### config.mk
export PLATFORM = sky130hd
export DESIGN_NAME = mam_bank
export DESIGN_NICKNAME = d
export VERILOG_FILES = /design/src/logic/mam_pkg.sv /design/src/logic/mam_bank.sv /design/src/logic/mam_overtemp_timer.sv
export SDC_FILE = /design/constraint.sdc
export NUM_CORES = 1
export LEC_CHECK = 0
export BUFFER_PORTS_ARGS = -buffer_cell sky130_fd_sc_hd__buf_2
export CAP_MARGIN = 20
export CORE_MARGIN = 4
export CORE_UTILIZATION = 41
export CTS_BUF_LIST = sky130_fd_sc_hd__clkbuf_8
export CTS_CLUSTER_SIZE = 30
export DETAILED_ROUTE_END_ITERATION = 10
export GPL_TIMING_DRIVEN = 0
export PLACE_DENSITY_LB_ADDON = 0.05
export SLEW_MARGIN = 10
export SYNTH_ARGS = -nofsm -noshare
export SYNTH_HDL_FRONTEND = slang
export SYNTH_SLANG_ARGS = --single-unit
### constraint.sdc
create_clock -name clock -period 2.2 [get_ports clock]
set_input_delay 0.33 -clock clock [delete_from_list [all_inputs] [get_ports clock]]
set_output_delay 0.33 -clock clock [all_outputs]
set_load 0.01 [all_outputs]
### src/logic/mam_pkg.sv
// Purpose: shared constants and carriers for the alert mask / overtemp timer bank
// Assumes: 100 MHz clock, 8-bit registers each in one 32-bit Avalon word
// Notes:   byte address of a register is four times its index
`default_nettype none
package mam_pkg;
  // ----------------------------------------------------------------
  // timing
  // ----------------------------------------------------------------
  localparam int unsigned CLK_PERIOD_NS  = 10;
  localparam int unsigned STEP_TIME_NS   = 22_760_000;   // 22.76 ms
  localparam int unsigned REPORT_TIME_NS = 45_520_000;   // 45.52 ms
  localparam int unsigned STEP_CYCLES    = STEP_TIME_NS / CLK_PERIOD_NS;
  localparam logic [7:0]  REPORT_STEPS   = 8'(REPORT_TIME_NS / STEP_TIME_NS);
  localparam logic [7:0]  STEPS_MAX      = 8'hff;
  localparam logic [7:0]  LIMIT_NOW      = 8'h00;

  // ----------------------------------------------------------------
  // register indices (byte address = 4 * index)
  // ----------------------------------------------------------------
  localparam logic [7:0] IDX_MASK_ONE = 8'h74;
  localparam logic [7:0] IDX_MASK_TWO = 8'h75;
  localparam logic [7:0] IDX_VOLT_LO  = 8'h76;
  localparam logic [7:0] IDX_TEMP_LO  = 8'h77;
  localparam logic [7:0] IDX_CFG_3    = 8'h78;
  localparam logic [7:0] IDX_STATUS   = 8'h79;
  localparam logic [7:0] IDX_LIMIT    = 8'h7a;
  localparam logic [7:0] IDX_LOCK     = 8'h7c;
  localparam logic [7:0] IDX_HI_BASE  = 8'h20;
  localparam logic [7:0] RST_BYTE     = 8'h00;
  localparam logic [7:0] STATUS_SEEN  = 8'h01;

  // ----------------------------------------------------------------
  // field positions
  // ----------------------------------------------------------------
  localparam logic [7:0] S1_USED    = 8'h75;  // 2.5 V, supply, remote one, local, remote two
  localparam logic [7:0] S2_USED    = 8'hfe;
  localparam logic [7:0] M2_WMASK   = 8'hfd;  // bit 1 cannot be written
  localparam int         M1_GROUP   = 7;
  localparam int         M2_OVERTEMP  = 1;
  localparam int         M2_FAN_ONE   = 2;
  localparam int         M2_FAN4      = 5;
  localparam int         M2_DIODE_ONE = 6;
  localparam int         CFG_ALERT  = 0;
  localparam int         CFG_MON    = 1;
  localparam int         CFG_FULL_FAN_ON_OVERTEMP  = 2;
  localparam int         CFG_FAST   = 3;
  localparam int         CFG_CONT   = 4;
  localparam int         LOCK_BIT   = 0;
  localparam int         CH         = 5;
  localparam int         EXT_REG [CH] = '{0, 0, 1, 1, 1};
  localparam int         EXT_POS [CH] = '{0, 4, 2, 4, 6};
  localparam logic [4:0] CH_GROUP [CH] = '{5'h03, 5'h03, 5'h1c, 5'h1c, 5'h1c};
  localparam logic [4:0] GRP_VOLT = 5'h03;
  localparam logic [4:0] GRP_TEMP = 5'h1c;

  // ----------------------------------------------------------------
  // carriers
  // ----------------------------------------------------------------
  typedef struct packed {
    logic            valid;   // one-cycle strobe: new conversion results
    logic [4:0][9:0] value;   // 2.5 V, supply, remote one, local, remote two
  } mam_reading_t;

  typedef struct packed {
    logic [7:0] status_one;
    logic [7:0] status_two;
  } mam_cond_t;

  typedef struct packed {
    logic       alert_pin_mode;
    logic       fans_full;
    logic       fast_speed;
    logic [3:0] continuous_speed;
  } mam_fan_ctl_t;
endpackage
`default_nettype wire

### src/logic/mam_bank.sv
// Purpose: alert mask, low-bit, config and overtemp status registers of a monitor
// Assumes: Avalon-MM slave, one request at a time, status inputs on this clock
// Notes:   overtemp pin is asynchronous and active low; two-flop synchronised
//
// What this block does
// - mask one bits 0,2,4,5,6 block alert for their voltage/temperature channels.
// - mask one bit 7 blocks alert for every second-status condition.
// - mask two bit 1 is read-only; when 1 it masks overtemp alerts.
// - mask two bits 2..5 block alert for fan one..four faults.
// - with speed input four as overtemp input, bit 5 masks timer events.
// - mask two bits 6,7 block alert for diode faults on remote one, two.
// - first low-bit register shows 2.5 V bits in 1:0, supply in 5:4.
// - second low-bit register shows remote one 3:2, local 5:4, remote two 7:6.
// - reading a low-bit register freezes it and its high bytes until read.
// - config three bit 0 turns the shared pin into the alert output.
// - config three bit 1 enables overtemp input monitoring, full_fan_on_overtemp and timer.
// - config three bit 2 runs all fans full while overtemp input asserted.
// - config three bit 3 speeds fan measurement from 1 s to 250 ms.
// - config three bits 4..7 make speed inputs one..four measure continuously.
// - once the lock bit is 1, config three ignores all writes.
// - status bit 0 sets on overtemp assertion and clears when read.
// - status bits 7:1 stay zero until assertion passes 45.52 ms.
// - past 45.52 ms status holds an 8-bit count in 22.76 ms steps.
// - assertion time beyond the limit raises the timer event; zero fires at once.
`timescale 1ns/100ps
`default_nettype none
module mam_bank #(
  parameter int unsigned STEP_CYCLES         = mam_pkg::STEP_CYCLES,
  parameter logic        OVERTEMP_MASK_VALUE = 1'b0
) (
  input  wire logic                  clock,
  input  wire logic                  sys_rst,
  input  wire logic [9:0]            avs_address,
  input  wire logic                  avs_read,
  input  wire logic                  avs_write,
  input  wire logic [31:0]           avs_writedata,
  input  wire logic [3:0]            avs_byteenable,
  output logic      [31:0]           avs_readdata,
  output logic                       avs_waitrequest,
  input  wire logic                  overtemp_input_n,
  input  wire logic                  speed_input_four_is_overtemp,
  input  wire mam_pkg::mam_cond_t    cond,
  input  wire mam_pkg::mam_reading_t readings,
  output logic                       alert_q,
  output logic                       overtemp_timer_event,
  output mam_pkg::mam_fan_ctl_t      fan_ctl_q
);
  logic [7:0]      mask1_q, mask2_q, cfg_q, status_q, limit_q;
  logic [7:0]      mask1_d, mask2_d, cfg_d, status_d, limit_d;
  logic            lock_q, lock_d;
  logic            ack_q;
  logic [4:0]      pend_q, pend_d;
  logic [4:0][9:0] reading_q;
  logic            ot_meta_q, ot_sync_q, ot_active_q;
  logic [7:0]      tsteps;
  logic            timer_exceed;
  logic [1:0][7:0] ext_b;
  logic            alert_d;
  mam_pkg::mam_fan_ctl_t fan_ctl_d;

  // ----------------------------------------------------------------
  // bus handshake: one wait cycle, the access acts at the release edge
  // ----------------------------------------------------------------
  wire req     = avs_read || avs_write;
  wire fire    = req && ack_q;
  wire rd_fire = fire && avs_read;
  wire wr_en   = fire && avs_write && avs_byteenable[0];
  wire [7:0] idx   = avs_address[9:2];
  wire [7:0] wdata = avs_writedata[7:0];
  assign avs_waitrequest = req && !ack_q;

  // ----------------------------------------------------------------
  // address decode
  // ----------------------------------------------------------------
  wire hit_m1   = (idx == mam_pkg::IDX_MASK_ONE);
  wire hit_m2   = (idx == mam_pkg::IDX_MASK_TWO);
  wire hit_vlo  = (idx == mam_pkg::IDX_VOLT_LO);
  wire hit_tlo  = (idx == mam_pkg::IDX_TEMP_LO);
  wire hit_cfg  = (idx == mam_pkg::IDX_CFG_3);
  wire hit_st   = (idx == mam_pkg::IDX_STATUS);
  wire hit_lim  = (idx == mam_pkg::IDX_LIMIT);
  wire hit_lock = (idx == mam_pkg::IDX_LOCK);
  wire [7:0] hi_off = idx - mam_pkg::IDX_HI_BASE;
  wire hit_hi   = (idx >= mam_pkg::IDX_HI_BASE) && (hi_off < 8'(mam_pkg::CH));
  wire [2:0] hi_ch = hi_off[2:0];

  // read-only overtemp mask bit always shows its fixed value
  wire [7:0] mask2_view = {mask2_q[7:2], OVERTEMP_MASK_VALUE, mask2_q[0]};

  // low bits of each channel placed in their register and lane
  always_comb
  begin
    ext_b = '0;
    for (int c = 0; c < mam_pkg::CH; c++)
      ext_b[mam_pkg::EXT_REG[c]][mam_pkg::EXT_POS[c] +: 2] = reading_q[c][1:0];
  end

  // read selection; unmapped words read zero
  wire [7:0] rd_byte = hit_m1   ? mask1_q
                     : hit_m2   ? mask2_view
                     : hit_vlo  ? ext_b[0]
                     : hit_tlo  ? ext_b[1]
                     : hit_cfg  ? cfg_q
                     : hit_st   ? status_q
                     : hit_lim  ? limit_q
                     : hit_lock ? {7'h00, lock_q}
                     : hit_hi   ? reading_q[hi_ch][9:2]
                     : mam_pkg::RST_BYTE;

  // ----------------------------------------------------------------
  // register write paths
  // ----------------------------------------------------------------
  assign mask1_d = (wr_en && hit_m1) ? wdata : mask1_q;
  assign mask2_d = (wr_en && hit_m2) ? (wdata & mam_pkg::M2_WMASK) : mask2_q;
  assign cfg_d   = (wr_en && hit_cfg && !lock_q) ? wdata : cfg_q;
  assign limit_d = (wr_en && hit_lim) ? wdata : limit_q;
  // lock can only be set; it falls again only at reset
  assign lock_d  = lock_q || (wr_en && hit_lock && wdata[mam_pkg::LOCK_BIT]);

  // ----------------------------------------------------------------
  // coherent readings: freeze per group until its high bytes are read
  // ----------------------------------------------------------------
  wire [4:0] hi_clr = (rd_fire && hit_hi) ? 5'(5'h01 << hi_ch) : 5'h00;
  assign pend_d = (pend_q & ~hi_clr)
                | ((rd_fire && hit_vlo) ? mam_pkg::GRP_VOLT : 5'h00)
                | ((rd_fire && hit_tlo) ? mam_pkg::GRP_TEMP : 5'h00);

  for (genvar c = 0; c < mam_pkg::CH; c++)
  begin : g_ch
    // a whole group stays put, so low and high bits match unless new results arrive in the low-bit read's two bus cycles
    wire frozen = |(pend_q & mam_pkg::CH_GROUP[c]);
    always_ff @(posedge clock)
    begin
      if (sys_rst)
        reading_q[c] <= '0;
      else if (readings.valid && !frozen)
        reading_q[c] <= readings.value[c];
    end
  end

  // ----------------------------------------------------------------
  // overtemp input: synchroniser, monitoring and duration status
  // ----------------------------------------------------------------
  wire ot_active = cfg_q[mam_pkg::CFG_MON] && !ot_sync_q;
  wire ot_new    = ot_active && !ot_active_q;
  wire load_cnt  = ot_active && (tsteps >= mam_pkg::REPORT_STEPS);
  // set beats a read clear in the same cycle; a set at a read's wait edge is still cleared unseen
  assign status_d = ot_new    ? mam_pkg::STATUS_SEEN
                  : load_cnt  ? tsteps
                  : (rd_fire && hit_st) ? mam_pkg::RST_BYTE
                  : status_q;

  mam_overtemp_timer #(
    .STEP_CYCLES (STEP_CYCLES)
  ) u_timer (
    .clock    (clock),
    .sys_rst  (sys_rst),
    .active   (ot_active),
    .limit    (limit_q),
    .steps_q  (tsteps),
    .exceed_q (timer_exceed)
  );
  assign overtemp_timer_event = timer_exceed;

  // ----------------------------------------------------------------
  // alert combine: masked per source, second status gated as a group
  // ----------------------------------------------------------------
  wire fan4_src = speed_input_four_is_overtemp ? timer_exceed : cond.status_two[mam_pkg::M2_FAN4];
  wire [7:0] s2_src  = {cond.status_two[7:6], fan4_src, cond.status_two[4:0]};
  wire [7:0] s1_live = cond.status_one & ~mask1_q & mam_pkg::S1_USED;
  wire [7:0] s2_live = s2_src & ~mask2_view & mam_pkg::S2_USED;
  assign alert_d = (|s1_live) || ((|s2_live) && !mask1_q[mam_pkg::M1_GROUP]);

  // ----------------------------------------------------------------
  // fan and pin controls, registered so outputs are glitch free
  // ----------------------------------------------------------------
  assign fan_ctl_d.alert_pin_mode   = cfg_q[mam_pkg::CFG_ALERT];
  assign fan_ctl_d.fans_full        = ot_active && cfg_q[mam_pkg::CFG_FULL_FAN_ON_OVERTEMP];
  assign fan_ctl_d.fast_speed       = cfg_q[mam_pkg::CFG_FAST];
  assign fan_ctl_d.continuous_speed = cfg_q[mam_pkg::CFG_CONT +: 4];

  // ----------------------------------------------------------------
  // state registers
  // ----------------------------------------------------------------
  always_ff @(posedge clock)
  begin
    ot_meta_q <= overtemp_input_n;
    ot_sync_q <= ot_meta_q;
  end

  always_ff @(posedge clock)
  begin
    if (sys_rst)
    begin
      mask1_q      <= mam_pkg::RST_BYTE;
      mask2_q      <= mam_pkg::RST_BYTE;
      cfg_q        <= mam_pkg::RST_BYTE;
      status_q     <= mam_pkg::RST_BYTE;
      limit_q      <= mam_pkg::RST_BYTE;
      lock_q       <= 1'b0;
      pend_q       <= 5'h00;
      ack_q        <= 1'b0;
      ot_active_q  <= 1'b0;
      alert_q      <= 1'b0;
      fan_ctl_q    <= '0;
      avs_readdata <= 32'h0000_0000;
    end
    else
    begin
      mask1_q    <= mask1_d;
      mask2_q    <= mask2_d;
      cfg_q      <= cfg_d;
      status_q   <= status_d;
      limit_q    <= limit_d;
      lock_q     <= lock_d;
      pend_q     <= pend_d;
      ack_q      <= req && !ack_q;
      ot_active_q <= ot_active;
      alert_q    <= alert_d;
      fan_ctl_q  <= fan_ctl_d;
      if (avs_read && !ack_q)
        avs_readdata <= 32'(rd_byte);
    end
  end

  // ----------------------------------------------------------------
  // checks
  // ----------------------------------------------------------------
  chan_alert_a: assert property (@(posedge clock) disable iff (sys_rst)
    (|(cond.status_one & ~mask1_q & mam_pkg::S1_USED)) |=> alert_q)
    else $error("unmasked channel did not raise alert");
  group_mask_a: assert property (@(posedge clock) disable iff (sys_rst)
    (mask1_q[mam_pkg::M1_GROUP] && !(|(cond.status_one & ~mask1_q & mam_pkg::S1_USED))) |=> !alert_q)
    else $error("group mask let alert through");
  overtemp_fixed_a: assert property (@(posedge clock) disable iff (sys_rst)
    (avs_read && !ack_q && hit_m2) |=> avs_readdata[mam_pkg::M2_OVERTEMP] == OVERTEMP_MASK_VALUE)
    else $error("read-only mask bit read back wrong");
  fan_alert_a: assert property (@(posedge clock) disable iff (sys_rst)
    (!mask1_q[mam_pkg::M1_GROUP] && cond.status_two[mam_pkg::M2_FAN_ONE] && !mask2_q[mam_pkg::M2_FAN_ONE]) |=> alert_q)
    else $error("fan fault did not raise alert");
  timer_alert_a: assert property (@(posedge clock) disable iff (sys_rst)
    (speed_input_four_is_overtemp && timer_exceed && !mask1_q[mam_pkg::M1_GROUP] && !mask2_q[mam_pkg::M2_FAN4])
    |=> alert_q)
    else $error("timer event did not raise alert");
  diode_alert_a: assert property (@(posedge clock) disable iff (sys_rst)
    (!mask1_q[mam_pkg::M1_GROUP] && cond.status_two[mam_pkg::M2_DIODE_ONE] && !mask2_q[mam_pkg::M2_DIODE_ONE])
    |=> alert_q)
    else $error("diode fault did not raise alert");
  freeze_hold_a: assert property (@(posedge clock) disable iff (sys_rst)
    (pend_q[0] && readings.valid) |=> $stable(reading_q[0]))
    else $error("frozen reading was replaced");
  lock_hold_a: assert property (@(posedge clock) disable iff (sys_rst)
    (lock_q && wr_en && hit_cfg) |=> $stable(cfg_q))
    else $error("locked config accepted a write");
  full_fan_on_overtemp_fans_a: assert property (@(posedge clock) disable iff (sys_rst)
    (ot_active && cfg_q[mam_pkg::CFG_FULL_FAN_ON_OVERTEMP]) |=> fan_ctl_q.fans_full)
    else $error("full_fan_on_overtemp did not run fans full");
  seen_flag_a: assert property (@(posedge clock) disable iff (sys_rst)
    ot_new |=> status_q == mam_pkg::STATUS_SEEN)
    else $error("assertion flag not set cleanly");
  read_clear_a: assert property (@(posedge clock) disable iff (sys_rst)
    (rd_fire && hit_st && !ot_active) |=> status_q == mam_pkg::RST_BYTE)
    else $error("status not cleared by read");
  bus_wait_a: assert property (@(posedge clock) disable iff (sys_rst)
    (req && !ack_q) |-> avs_waitrequest ##1 (!req || !avs_waitrequest))
    else $error("waitrequest did not release after one cycle");

  alert_seen_c:  cover property (@(posedge clock) disable iff (sys_rst) $rose(alert_q));
  freeze_done_c: cover property (@(posedge clock) disable iff (sys_rst) $fell(pend_q[4]));
  timer_fire_c:  cover property (@(posedge clock) disable iff (sys_rst) $rose(timer_exceed));
endmodule
`default_nettype wire

### src/logic/mam_overtemp_timer.sv
// Purpose: times overtemp input assertion in 22.76 ms steps and flags limit overrun
// Assumes: active is already synchronised and gated by the monitor enable
// Notes:   steps saturate at full scale rather than wrap
`timescale 1ns/100ps
`default_nettype none
module mam_overtemp_timer #(
  parameter int unsigned STEP_CYCLES = mam_pkg::STEP_CYCLES
) (
  input  wire logic       clock,
  input  wire logic       sys_rst,
  input  wire logic       active,
  input  wire logic [7:0] limit,
  output logic      [7:0] steps_q,
  output logic            exceed_q
);
  localparam int unsigned CW = (STEP_CYCLES > 1) ? $clog2(STEP_CYCLES) : 1;
  localparam logic [CW-1:0] LAST = CW'(STEP_CYCLES - 1);

  if (STEP_CYCLES < 1 || STEP_CYCLES > 32'h0100_0000)
  begin : g_bad_step
    $error("step length out of range");
  end

  logic [CW-1:0] cyc_q;
  logic [CW-1:0] cyc_d;
  logic [7:0]    steps_d;
  logic          exceed_d;

  // ----------------------------------------------------------------
  // step counting
  // ----------------------------------------------------------------
  wire step_done = active && (cyc_q == LAST);
  wire at_max    = (steps_q == mam_pkg::STEPS_MAX);
  assign cyc_d    = (!active || step_done) ? '0 : cyc_q + 1'b1;
  assign steps_d  = !active ? '0 : (step_done && !at_max) ? steps_q + 8'h01 : steps_q;
  // zero limit fires at once; otherwise whole steps beyond the limit
  assign exceed_d = active && (limit == mam_pkg::LIMIT_NOW || steps_q > limit);

  always_ff @(posedge clock)
  begin
    if (sys_rst)
    begin
      cyc_q    <= '0;
      steps_q  <= '0;
      exceed_q <= 1'b0;
    end
    else
    begin
      cyc_q    <= cyc_d;
      steps_q  <= steps_d;
      exceed_q <= exceed_d;
    end
  end

  // ----------------------------------------------------------------
  // checks
  // ----------------------------------------------------------------
  step_count_a: assert property (@(posedge clock) disable iff (sys_rst)
    (active && cyc_q == LAST && !at_max) |=> steps_q == $past(steps_q) + 8'h01)
    else $error("step count did not advance");
  zero_limit_a: assert property (@(posedge clock) disable iff (sys_rst)
    (active && limit == mam_pkg::LIMIT_NOW) |=> exceed_q)
    else $error("zero limit did not fire at once");
  below_limit_a: assert property (@(posedge clock) disable iff (sys_rst)
    (!active || (limit != mam_pkg::LIMIT_NOW && steps_q <= limit)) |=> !exceed_q)
    else $error("timer event raised below limit");
endmodule
`default_nettype wire

==> results of run 1 <==
[per-layer routing]
layer | wire length (um) | GRT usage, % | part of all wire, %
met5 | 0 | 0 | 0
met4 | 331 | 6.80 | 1.6
met3 | 1170 | 3.90 | 5.6
met2 | 9300 | 32.8 | 44
met1 | 10200 | 30.9 | 49
[how the worst max path moves through the flow]
stage | slack [ps] | to | depth (start not counted) | start
2_1_floorplan | 210 | u_timer.steps_q[5]$_SDFFE_PP0P_ | 6 | u_timer.cyc_q[0]$_SDFF_PP0_
3_3_place_gp | -350 | avs_readdata[7]$_SDFFE_PP0P_ | 8 | avs_address[2]
3_5_place_dp | -350 | avs_readdata[7]$_SDFFE_PP0P_ | 8 | avs_address[2]
4_1_cts | 6 | u_timer.cyc_q[21]$_SDFF_PP0_ | 5 | u_timer.cyc_q[5]$_SDFF_PP0_
5_1_grt | 5 | u_timer.steps_q[3]$_SDFFE_PP0P_ | 6 | u_timer.cyc_q[0]$_SDFF_PP0_
6_report | 90 | avs_readdata[7]$_SDFFE_PP0P_ | 8 | avs_address[2]
[registers in the layout (all words and copies together), names as in the netlist, 8 cells and up]
name,cells
reading_q,40
ext_b,10
status_q,8
u_timer.cyc_q,22
limit_q,8
avs_readdata,8
cfg_q,8
u_timer.steps_q,8
mask1_q,8
[critical path: stages]
cell                        delay [ps]
sky130_fd_sc_hd__buf_2             120
sky130_fd_sc_hd__buf_2             270
sky130_fd_sc_hd__buf_2             330
sky130_fd_sc_hd__buf_1             530
sky130_fd_sc_hd__o21ai_0           240
sky130_fd_sc_hd__o211ai_1          170
sky130_fd_sc_hd__o311ai_0          240
sky130_fd_sc_hd__o2bb2ai_1         190
[what timing repair did]
action                                 in CTS  in global routing
resized for setup                           3                 10
endpoints found under the hold margin       1                  0
setup endpoints to repair                  22                 30
buffers inserted                            0                  1
pin swaps                                   0                  1
hold buffers                                1                  0
[stage by stage]
stage | utilization [%] | total power [mW] | cell area [um^2] | std cells | setup WS (ps)
after floorplan | - | 3.08 | 7090 | 867 | 207
after global placement | 47.3 | 3.29 | 7870 | 1189 | -352
final | 50.3 | 5.43 | 8360 | 1225 | 87.2
after detailed placement | 47.3 | 3.29 | 7870 | 1189 | -350
after global routing | 50.3 | 5.66 | 8360 | 1225 | 4.98
after CTS | 49.9 | 5.47 | 8310 | 1222 | 5.80
[logic make-up (layout without fill, tap and decap cells)]
| kind of cell | count (synthesis) | count (layout) | share of synthesized area, % |
|---|---|---|---|
| AOI/OAI and AO/OA | 171 | 171 | 15.2 |
| xor gates and xnor gates | 24 | 24 | 3.00 |
| adders and majority gates | 12 | 12 | 2.15 |
| buffers and inverters | 97 | 235 | 6.81 |
| DFF | 146 | 146 | 41.8 |
| muxes | 59 | 59 | 8.46 |
| other | 1 | 24 | 0.0536 |
| and+or+nand+nor | 334 | 334 | 22.6 |
[cell usage in the layout (no fill, tap or decap), types with 18 or more instances in the layout]
master                     synthesis  final
sky130_fd_sc_hd__a21oi_1          78     78
sky130_fd_sc_hd__buf_2             6    108
sky130_fd_sc_hd__buf_4            26     27
sky130_fd_sc_hd__clkbuf_1         30     30
sky130_fd_sc_hd__clkbuf_8          0     20
sky130_fd_sc_hd__conb_1            1     24
sky130_fd_sc_hd__dfxtp_1         146    144
sky130_fd_sc_hd__inv_1            31     34
sky130_fd_sc_hd__mux2i_1          58     58
sky130_fd_sc_hd__nand2_1         136    135
sky130_fd_sc_hd__nand3_1          18     18
sky130_fd_sc_hd__nor2_1           84     84
sky130_fd_sc_hd__o21ai_0          23     22
[final cells by class]
cell class / count / area, um^2
repair buffers: 106 / 538
inverters: 32 / 120
multi-input cells: 624 / 3730
flip-flops and latches: 146 / 2930
clock buffers: 20 / 275
clock inverters: 12 / 140
plain buffers: 65 / 357
fillers: 1699 / 8280
well taps: 220 / 275
[report_power, final]
group | switching, mW | leakage, nW | internal, mW
clock | 1.00 | 0.218 | 1.19
sequential | 0.0374 | 1.19 | 2.70
combinational | 0.310 | 1.88 | 0.191
total | 1.35 | 3.29 | 4.08
==> results.txt, run 1 <==
The flow ran to the end, and the final reports show no timing, DRC or antenna violations. By area the synthesized netlist is led by sky130_fd_sc_hd__dfxtp_1 (42%), sky130_fd_sc_hd__mux2i_1 (8.3%), sky130_fd_sc_hd__nand2_1 (7.3%). Cell with the most instances after synthesis: sky130_fd_sc_hd__dfxtp_1. After legalization and detailed placement, the total HPWL measured 15900 um.

The post-synthesis sequential element count works out to 146. The highest clock rate was 0.473 GHz; the standard-cell row count was 47. After synthesis, the most frequently instantiated cells are sky130_fd_sc_hd__dfxtp_1 (146), sky130_fd_sc_hd__nand2_1 (136), sky130_fd_sc_hd__nor2_1 (84). The floorplan step set the die height to 139 um.

The routed layout has 6387 vias. The largest net degree at the start of global routing came out at 17. STA classifies the critical path startpoint as a primary input. The floorplan die width was 139 um; the per-cell via count in the routed design was 5.21. The worst clock skew was 11.5 ps. Setup repair after global routing left no endpoint under its margin. The origin of the critical flop-to-flop path was u_timer.cyc_q[0]$_SDFF_PP0_. For the worst-skew pair, the clock arrives at the later sink with an insertion delay of 460 ps.

The time the final worst path needs with I/O delays and setup is 2110 ps, and the register-to-register setup slack is 170 ps. The worst hold path terminates at reading_q[35]$_SDFFE_PP0P_. The logs give 16600 um^2 for the placeable core area and 42.1% for the effective utilization at floorplan. STA classifies the critical path endpoint as a flip-flop.

Headroom to the max-slew limit came out at 32.4%. The number of enable-type register cells in the synthesized netlist works out to 0. The clock net in this run drives a total of 146 sinks.

The largest fanout on the critical path was 10; the minimum hold slack was 105 ps. TritonCTS built the clock tree. For this run, asynchronously set or reset flops after synthesis account for 0%. The area share of the largest cell type after synthesis is 41.8%, and the number of different library cells in the post-synthesis netlist is 71. VDD sags by at most 0.347 mV. Final sum of negative setup slack: 0 ps.

The count of nets after finishing is 1123. Once detail routing completed, the nets flagged for antenna violations numbered 0. The biggest area contributor in the post-synthesis netlist is sky130_fd_sc_hd__dfxtp_1.

CTS built an H-tree with a depth of 4. In this run the static leakage power is 3.29 nW. At the pin with the least slew margin, the transition time is 1000 ps.

The total overflow left after global routing is 0. 0 antenna diodes ended up in the layout. The boundary pin count came out at 161. After clock tree synthesis, the clock-pin slew on the worst setup and hold paths is 80 ps. In this run the critical register-to-register path is captured at u_timer.steps_q[3]$_SDFFE_PP0P_. The worst hold path passes through 3 cells. The most used flip-flop cell after synthesis is sky130_fd_sc_hd__dfxtp_1. The first TritonRoute pass finished after 5 iterations.

Cells with a size suffix above 1 make up 18.4% of the layout. The first-pass GRT wire length came out at 32900 um. For the number of maximum-capacitance constraint violations, the log shows 0. For the worst setup path, the data required time is 2510 ps.

The synthesis-to-finish area growth is 19.5%, and the critical path data arrival time is 2430 ps. The critical setup path kind was primary input to flip-flop. After detailed routing, the total wire length is 21000 um.

The min-delay analysis places its worst path in the category primary input to flip-flop. For the count of pins over their slew limit, the log shows 0. In this run, the number of DRC markers left after iteration 0 of detailed routing was 499. Measured in cells, the most critical reg-to-reg path has a length of 6. For the area of the die, the log shows 19200 um^2.

In the global route stage, overall resource usage came out at 21.5%. The average wire per cell in the routed design works out to 17.1 um. The count of endpoints failing setup in the final report came out at 0. In the routed design, unresolved DRC markers number 0.

At the end of routability-driven placement, the weighted congestion stood at 0.941. Synthesis handed over a netlist of 844 instances. The run gives 0 as the hold violation count in the final report. The final period utilization was 96.0%; the power per unit of standard cell area was 649 nW/um^2. The tools report the critical hold path startpoint as readings[35]. Averaged over all synthesized cells, the footprint is 8.29 um^2.

For this run, the number of Yosys warnings is 0. The tools report the share of synthesized area occupied by flip-flops and latches as 41.8%. The count of input and output buffers was 102; the number of antenna violations at the first check in global routing was 0. Clock tree synthesis selected as its root buffer the cell sky130_fd_sc_hd__clkbuf_8.

The via count of the first global-routing pass is 5960, and the total clock buffers created by CTS is 17. Worst-case clock buffer depth: 2. The synthesized netlist occupies a cell area of 7000 um^2.
No activity file was read; power rests on OpenSTA's default activity.
==> run 2, diff against run 1 <==
SETUP_SLACK_MARGIN = 0.1   (was unset)
==> results.txt, run 2 (same netlist as run 1, synthesis figures left out) <==
Count of endpoints failing setup in the final report: 0 (unchanged). Critical setup path kind: flip-flop to flip-flop. The logs give 0 (unchanged) for the remaining routing DRC violations and 21000 um (about the same) for the wire length reported by the detailed router. In this run the most critical hold path is launched from readings[35]. For the worst path setup slack after routing, the log shows 187 ps (+100 ps).

The power per unit of standard cell area works out to 648 nW/um^2 (-0.19%). The overall routing resource usage came out at 21.5% (about the same). The tools report the highest clock rate as 0.497 GHz (+5.0%).

The flow ran to the end, and the final reports show no timing, DRC or antenna violations. The level count of the clock H-tree came out at 4 (unchanged). The launching element type of the critical path is a flip-flop. The run gives 40.4% (about the same) as the share of total power in the clock network. The number of maximum-capacitance constraint violations was 0 (unchanged).

The flip-flop count of the largest register after layout is 40 (unchanged). The logs give 5 (unchanged) for the number of search-and-repair iterations in the first detailed-routing pass and 9.2% (about the same) for the portion of total power attributed to combinational logic. The tools report the total clock buffers created by CTS as 17 (unchanged). The hold violation count in the final report was 0 (unchanged); the die span in y was 139 um (unchanged).

TritonCTS built the clock tree. The logs give 1.35 mW (-0.19%) for the switching component of the power and 33000 um (+0.11%) for the first-pass GRT wire length. The origin of the critical flop-to-flop path was u_timer.cyc_q[0]$_SDFF_PP0_.

The time the final worst path needs with I/O delays and setup is 2010 ps (-100 ps), and the global-route congestion overflow total is 0 (unchanged). Ranked by flip-flop count, first place goes to reading_q. For the standard-cell row count, the log shows 47 (unchanged). The actual transition at the worst max-transition pin is 825 ps (-175 ps). Switching share of power: 24.8% (-0.038 points). The critical path goes through ha_4, and4_4, nand4_4, or4b_4, or3_1, a21oi_1.

The worst hold path belongs to the class primary input to flip-flop. The synthesis-to-finish area growth was 19.7%; the largest fanout on the critical path was 5 (-5). The buffer and inverter count on the worst path was 0 (-4). The per-cell via count in the routed design was 5.21 (about the same); the post-detailed-placement cell area was 7870 um^2 (unchanged). The biggest cell delay along the critical path was 560 ps (+30 ps). Count of clock tree sinks: 146 (unchanged).

The remaining number of nets flagged by the antenna check after routing is 0 (unchanged). The count of nets after finishing was 1122 (-0.089%). The count of pins over their slew limit was 0 (unchanged); the count of input and output buffers was 102 (unchanged). For the weighted congestion at the end of routability-driven global placement, the log shows 0.941 (unchanged). The tools report the relative slew slack as 44.9% (+13 points). The maximum resistive drop on vdd is 0.345 mV (-0.67%), and the placeable core area is 16600 um^2 (unchanged).

In the layout the commonest cells are sky130_fd_sc_hd__dfxtp_1 (144), sky130_fd_sc_hd__nand2_1 (135), sky130_fd_sc_hd__buf_2 (108), sky130_fd_sc_hd__nor2_1 (84), sky130_fd_sc_hd__a21oi_1 (77). On the critical path the largest part of the delay comes from simple AND/OR/NAND/NOR gates. The logs give 42.1% (unchanged) for the effective utilization at floorplan and 2580 ps (+70 ps) for the worst endpoint required time. The tools report the boundary pin count as 161 (unchanged). Setup repair after global routing could not meet its margin everywhere. For the critical path data arrival time, the log shows 2390 ps (-40 ps). For the area of the die, the log shows 19200 um^2 (unchanged). The overall power consumption was 5.43 mW (about the same). The number of antenna violations at the first check in global routing was 0 (unchanged). The largest net degree at the start of global routing was 17 (unchanged). The total inserted antenna cells came out at 0 (unchanged). The worst clock skew was 11.5 ps (+0.0409 ps); the internal cell power was 4.08 mW (about the same). The floorplan die width was 139 um (unchanged); the fill cell instance count of the final layout was 1698 (-0.059%). Via count of the first global-routing pass: 5963 (+0.050%). The buffer cell driving the clock tree root was sky130_fd_sc_hd__clkbuf_8. The run gives 3.29 nW (about the same) as the static leakage. The latest clock arrival within the worst-skew pair was 450 ps (about the same); the proportion of layout cells with a drive suffix above 1 was 18.7% (+0.32 points). The most common library cell in the layout ignoring fill and taps is sky130_fd_sc_hd__dfxtp_1. The pre-CTS setup slack was -350 ps (unchanged); the clock transition at the registers of the reported paths was 80 ps (about the same). The average wire per cell in the routed design was 17.1 um (about the same); the sequential share of power was 50.4% (about the same).

Final period utilization: 91.5% (-4.6 points). The slowest stage of the critical path belongs to the cell sky130_fd_sc_hd__or4b_4. The total number of vias was 6382 (-0.078%); the violation count after the first detailed-routing iteration was 512 (+2.6%).

The worst-case clock buffer depth was 2 (unchanged); the detailed placement HPWL was 15900 um (unchanged). The origin of the worst setup path is u_timer.cyc_q[0]$_SDFF_PP0_. STA classifies the critical path endpoint as a flip-flop. For the final non-filler cell area, the log shows 8380 um^2 (+0.15%).
## run 2: cell types whose count changed in the layout (fill, tap and decap cells not counted), sizes merged
| cell | change |
|---|---|
| buf | -1 |
## run 2: final timing paths
kind,slack (ps),depth (start not counted),endpoint
max reg2reg,190,6,u_timer.steps_q[3]$_SDFFE_PP0P_
min reg2reg,330,0,ot_sync_q$_DFF_P_
min,110,3,reading_q[35]$_SDFFE_PP0P_
max,190,6,u_timer.steps_q[3]$_SDFFE_PP0P_
## run 2: cell type report
cell class | instances | area (um^2) | share of cell area (%)
Multi-Input combinational cell | 624 | 3750 | 44.7
Inverter | 32 | 120 | 1.43
Timing Repair Buffer | 105 | 533 | 6.36
Buffer | 65 | 358 | 4.27
Clock buffer | 20 | 275 | 3.29
Tap cell | 220 | 275 | 3.29
Sequential cell | 146 | 2930 | 35.0
Clock inverter | 12 | 140 | 1.67
## run 2: repair_timing
action,in CTS,in global routing
resized for setup,10,7
endpoints found under the hold margin,1,0
pin swaps,0,2
hold buffers,1,0
endpoints found under the setup margin,27,37
setup buffers,0,1
## run 2: worst reg2reg max path: cells and delay by family (launching register included)
kind                     cells  cell delay, ps
AO/OA/AOI/OAI                1             140
AND/OR/NAND/NOR              4            1280
flip-flops                   1             370
adder cells (fa/ha/maj)      1             150
## run 2: power by group through the flow
stage	clock (mW)	sequential (mW)	combinational, mW
after detailed placement	0	2.80	0.491
after global routing	2.37	2.74	0.549
after global placement	0	2.80	0.490
after floorplan	0	2.78	0.292
after CTS	2.24	2.74	0.495
final	2.19	2.73	0.501
## run 2: per-layer routing
layer  part of all wire (%)  up-vias  track usage (%)
met5                      0        -                0
met4                    1.7        0             6.95
met3                    6.2       26             3.90
met2                     44      204             32.7
met1                     48     2963             30.9
li1                       -     3189                -
## run 2: per-stage QoR
step	hold slack [ps]	std cells	setup TNS [ps]	util [%]
finish	107	1224	0	50.3
global route	91.6	1224	0	50.3
CTS	85.7	1222	0	50.1
detailed placement	315	1189	-4180	47.3
global placement	311	1189	-3960	47.3
floorplan	310	867	0	-
==> run 3, diff against run 2 <==
REMOVE_ABC_BUFFERS = 1   (was unset)
==> results.txt, run 3 (same netlist as run 1, synthesis figures left out) <==
The worst endpoint required time was 2570 ps (about the same). The logs give 6 (+1) for the number of search-and-repair iterations in the first detailed-routing pass and 1671 (-1.6%) for the fill cell instance count of the final layout. The run gives 7580 um^2 (-3.6%) as the post-detailed-placement cell area.

The tools report the total placed cells including tap cells as 1130 (-5.0%). In this run the clock root is driven by a sky130_fd_sc_hd__clkbuf_8. The count of input and output buffers is 103 (+0.98%), and the pre-CTS setup slack is -697 ps (-347 ps). The tools report the largest net degree at the start of global routing as 71 (+54).

The register-to-register setup slack is 170 ps (-20 ps), and the time the final worst path needs with I/O delays and setup is 2030 ps (+21.5 ps). The remaining number of nets flagged by the antenna check after routing came out at 0 (unchanged). Ranked by flip-flop count, first place goes to reading_q. The remaining routing DRC violations was 0 (unchanged); the count of pins over their slew limit was 0 (unchanged). Count of endpoints failing setup in the final report: 0 (unchanged).

For the final core utilization, the log shows 49.2% (-1.2 points). The type of element capturing the critical path was a flip-flop. From synthesis to final layout, the design area changed by 16.9%. The detailed placement HPWL is 14000 um (-12%), and the area of the die is 19200 um^2 (unchanged). The tools report the worst path setup slack after routing as 166 ps (-21.5 ps). The relative slew slack is 40.6% (-4.3 points), and the switching component of the power is 1.32 mW (-1.9%). For the worst clock skew, the log shows 12.0 ps (+0.468 ps). The tools report the filler-free cell count of the finished design as 1171 (-4.3%). Internal cell power: 3.93 mW (-3.6%).

Setup repair after global routing could not meet its margin everywhere. The clock transition at the registers of the reported paths is 80 ps (about the same), and the overall routing resource usage is 20.2% (-1.3 points). The wire length reported by the detailed router came out at 19600 um (-6.4%). The actual transition at the worst max-transition pin works out to 890 ps (+65.1 ps). The type of the most critical hold path is primary input to flip-flop.

The tools report the boundary pin count as 161 (unchanged). The maximum resistive drop on vdd was 0.392 mV (+14%); the hold violation count in the final report was 0 (unchanged). The final period utilization was 92.5% (+0.98 points); the standard-cell row count was 47 (unchanged). For the overall power consumption, the log shows 5.25 mW (-3.2%). The critical path in this run is classified as flip-flop to flip-flop. The run gives 0 (unchanged) as the total inserted antenna cells. The placeable core area was 16600 um^2 (unchanged). Total clock buffers created by CTS: 17 (unchanged). The power per unit of standard cell area was 642 nW/um^2 (-0.95%); the die span in y was 139 um (unchanged). The final non-filler cell area is 8190 um^2 (-2.3%), and the via count of the first global-routing pass is 6122 (+2.7%).

The largest fanout on the critical path is 7 (+2), and the violation count after the first detailed-routing iteration is 408 (-20%). The library cell used most frequently in the layout, excluding fill and tap cells, is sky130_fd_sc_hd__dfxtp_1. For the weighted congestion at the end of routability-driven global placement, the log shows 0.899 (-4.5%). The proportion of layout cells with a drive suffix above 1 is 19.0% (+0.31 points). The share of total power in the clock network was 39.6% (-0.8 points); the switching share of power was 25.1% (+0.34 points).

The count of clock tree sinks was 146 (unchanged). The average wire per cell in the routed design came out at 16.8 um (-2.2%). The run gives 0 (unchanged) as the global-route congestion overflow total.

Latest clock arrival within the worst-skew pair: 450 ps (about the same). The logs give 4 (unchanged) for the level count of the clock H-tree and 0.492 GHz (-1.1%) for the highest clock rate. The count of nets after finishing is 1070 (-4.6%), and the static leakage is 3.15 nW (-4.3%). The critical path data arrival time was 2410 ps (+20 ps). TritonCTS built the clock tree.

The run finished with clean final reports. The tools report the total number of vias as 6182 (-3.1%). The first-pass GRT wire length is 31700 um (-4.0%). The run gives 0 (unchanged) as the number of maximum-capacitance constraint violations. The final sum of negative setup slack was 0 ps (unchanged); the floorplan die width was 139 um (unchanged). In the layout the commonest cells are sky130_fd_sc_hd__dfxtp_1 (137), sky130_fd_sc_hd__nand2_1 (136), sky130_fd_sc_hd__buf_2 (102), sky130_fd_sc_hd__nor2_1 (84), sky130_fd_sc_hd__a21oi_1 (78). The sequential share of power is 51.9% (+1.5 points), and the effective utilization at floorplan is 42.1% (unchanged). The minimum hold slack is 104 ps (-2.96 ps). STA classifies the critical path startpoint as a flip-flop.

The per-cell via count in the routed design came out at 5.28 (+1.3%). The tools report the portion of total power attributed to combinational logic as 8.4% (-0.8 points). For the worst-case clock buffer depth, the log shows 2 (unchanged). The number of antenna violations at the first check in global routing is 0 (unchanged), and the flip-flop count of the largest register after layout is 40 (unchanged).
run 3: final cells by class:
cell class | instances | area, um^2 | area share, %
Multi-Input combinational cell | 624 | 3800 | 46.4
Sequential cell | 146 | 2940 | 35.9
Timing Repair Buffer | 118 | 666 | 8.13
Clock buffer | 20 | 275 | 3.36
Tap cell | 220 | 275 | 3.36
Inverter | 32 | 120 | 1.47
Clock inverter | 11 | 113 | 1.38
run 3: repair_timing:
item                                    4_1_cts  5_1_grt
gates resized for setup                      12       19
endpoints found under the setup margin       58       48
buffers inserted                              3        6
endpoints found under the hold margin         1        0
pin swaps                                     3        6
hold buffers                                  1        0
run 3: final timing paths:
check | start | end | cells past startpoint
max reg2reg | u_timer.steps_q[3]$_SDFFE_PP0P_ | u_timer.steps_q[5]$_SDFFE_PP0P_ | 5
max | u_timer.steps_q[3]$_SDFFE_PP0P_ | u_timer.steps_q[5]$_SDFFE_PP0P_ | 5
min | readings[21] | ext_b[11]$_SDFFE_PP0P_ | 3
min reg2reg | ot_meta_q$_DFF_P_ | ot_sync_q$_DFF_P_ | 0
run 3: routing by layer:
| layer | wire length (um) | GRT usage (%) |
|---|---|---|
| met1 | 8890 | 26.5 |
| met2 | 9130 | 32.8 |
| met3 | 1260 | 4.59 |
| met4 | 347 | 6.80 |
| met5 | 0 | 0 |
run 3: power by group through the flow:
stage	Sequential (mW)	Combinational (mW)	Clock, mW
after floorplan	2.78	0.203	0
after global placement	2.79	0.425	0
after detailed placement	2.79	0.437	0
after CTS	2.73	0.442	2.15
after global routing	2.73	0.494	2.25
final	2.73	0.443	2.08
run 3: critical path, stage by stage (launching register included):
cell and delay [ps]:
sky130_fd_sc_hd__dfxtp_1 380, sky130_fd_sc_hd__and4_1 240, sky130_fd_sc_hd__a41o_1 310, sky130_fd_sc_hd__or4b_4 580, sky130_fd_sc_hd__or3_1 320, sky130_fd_sc_hd__a21oi_1 130
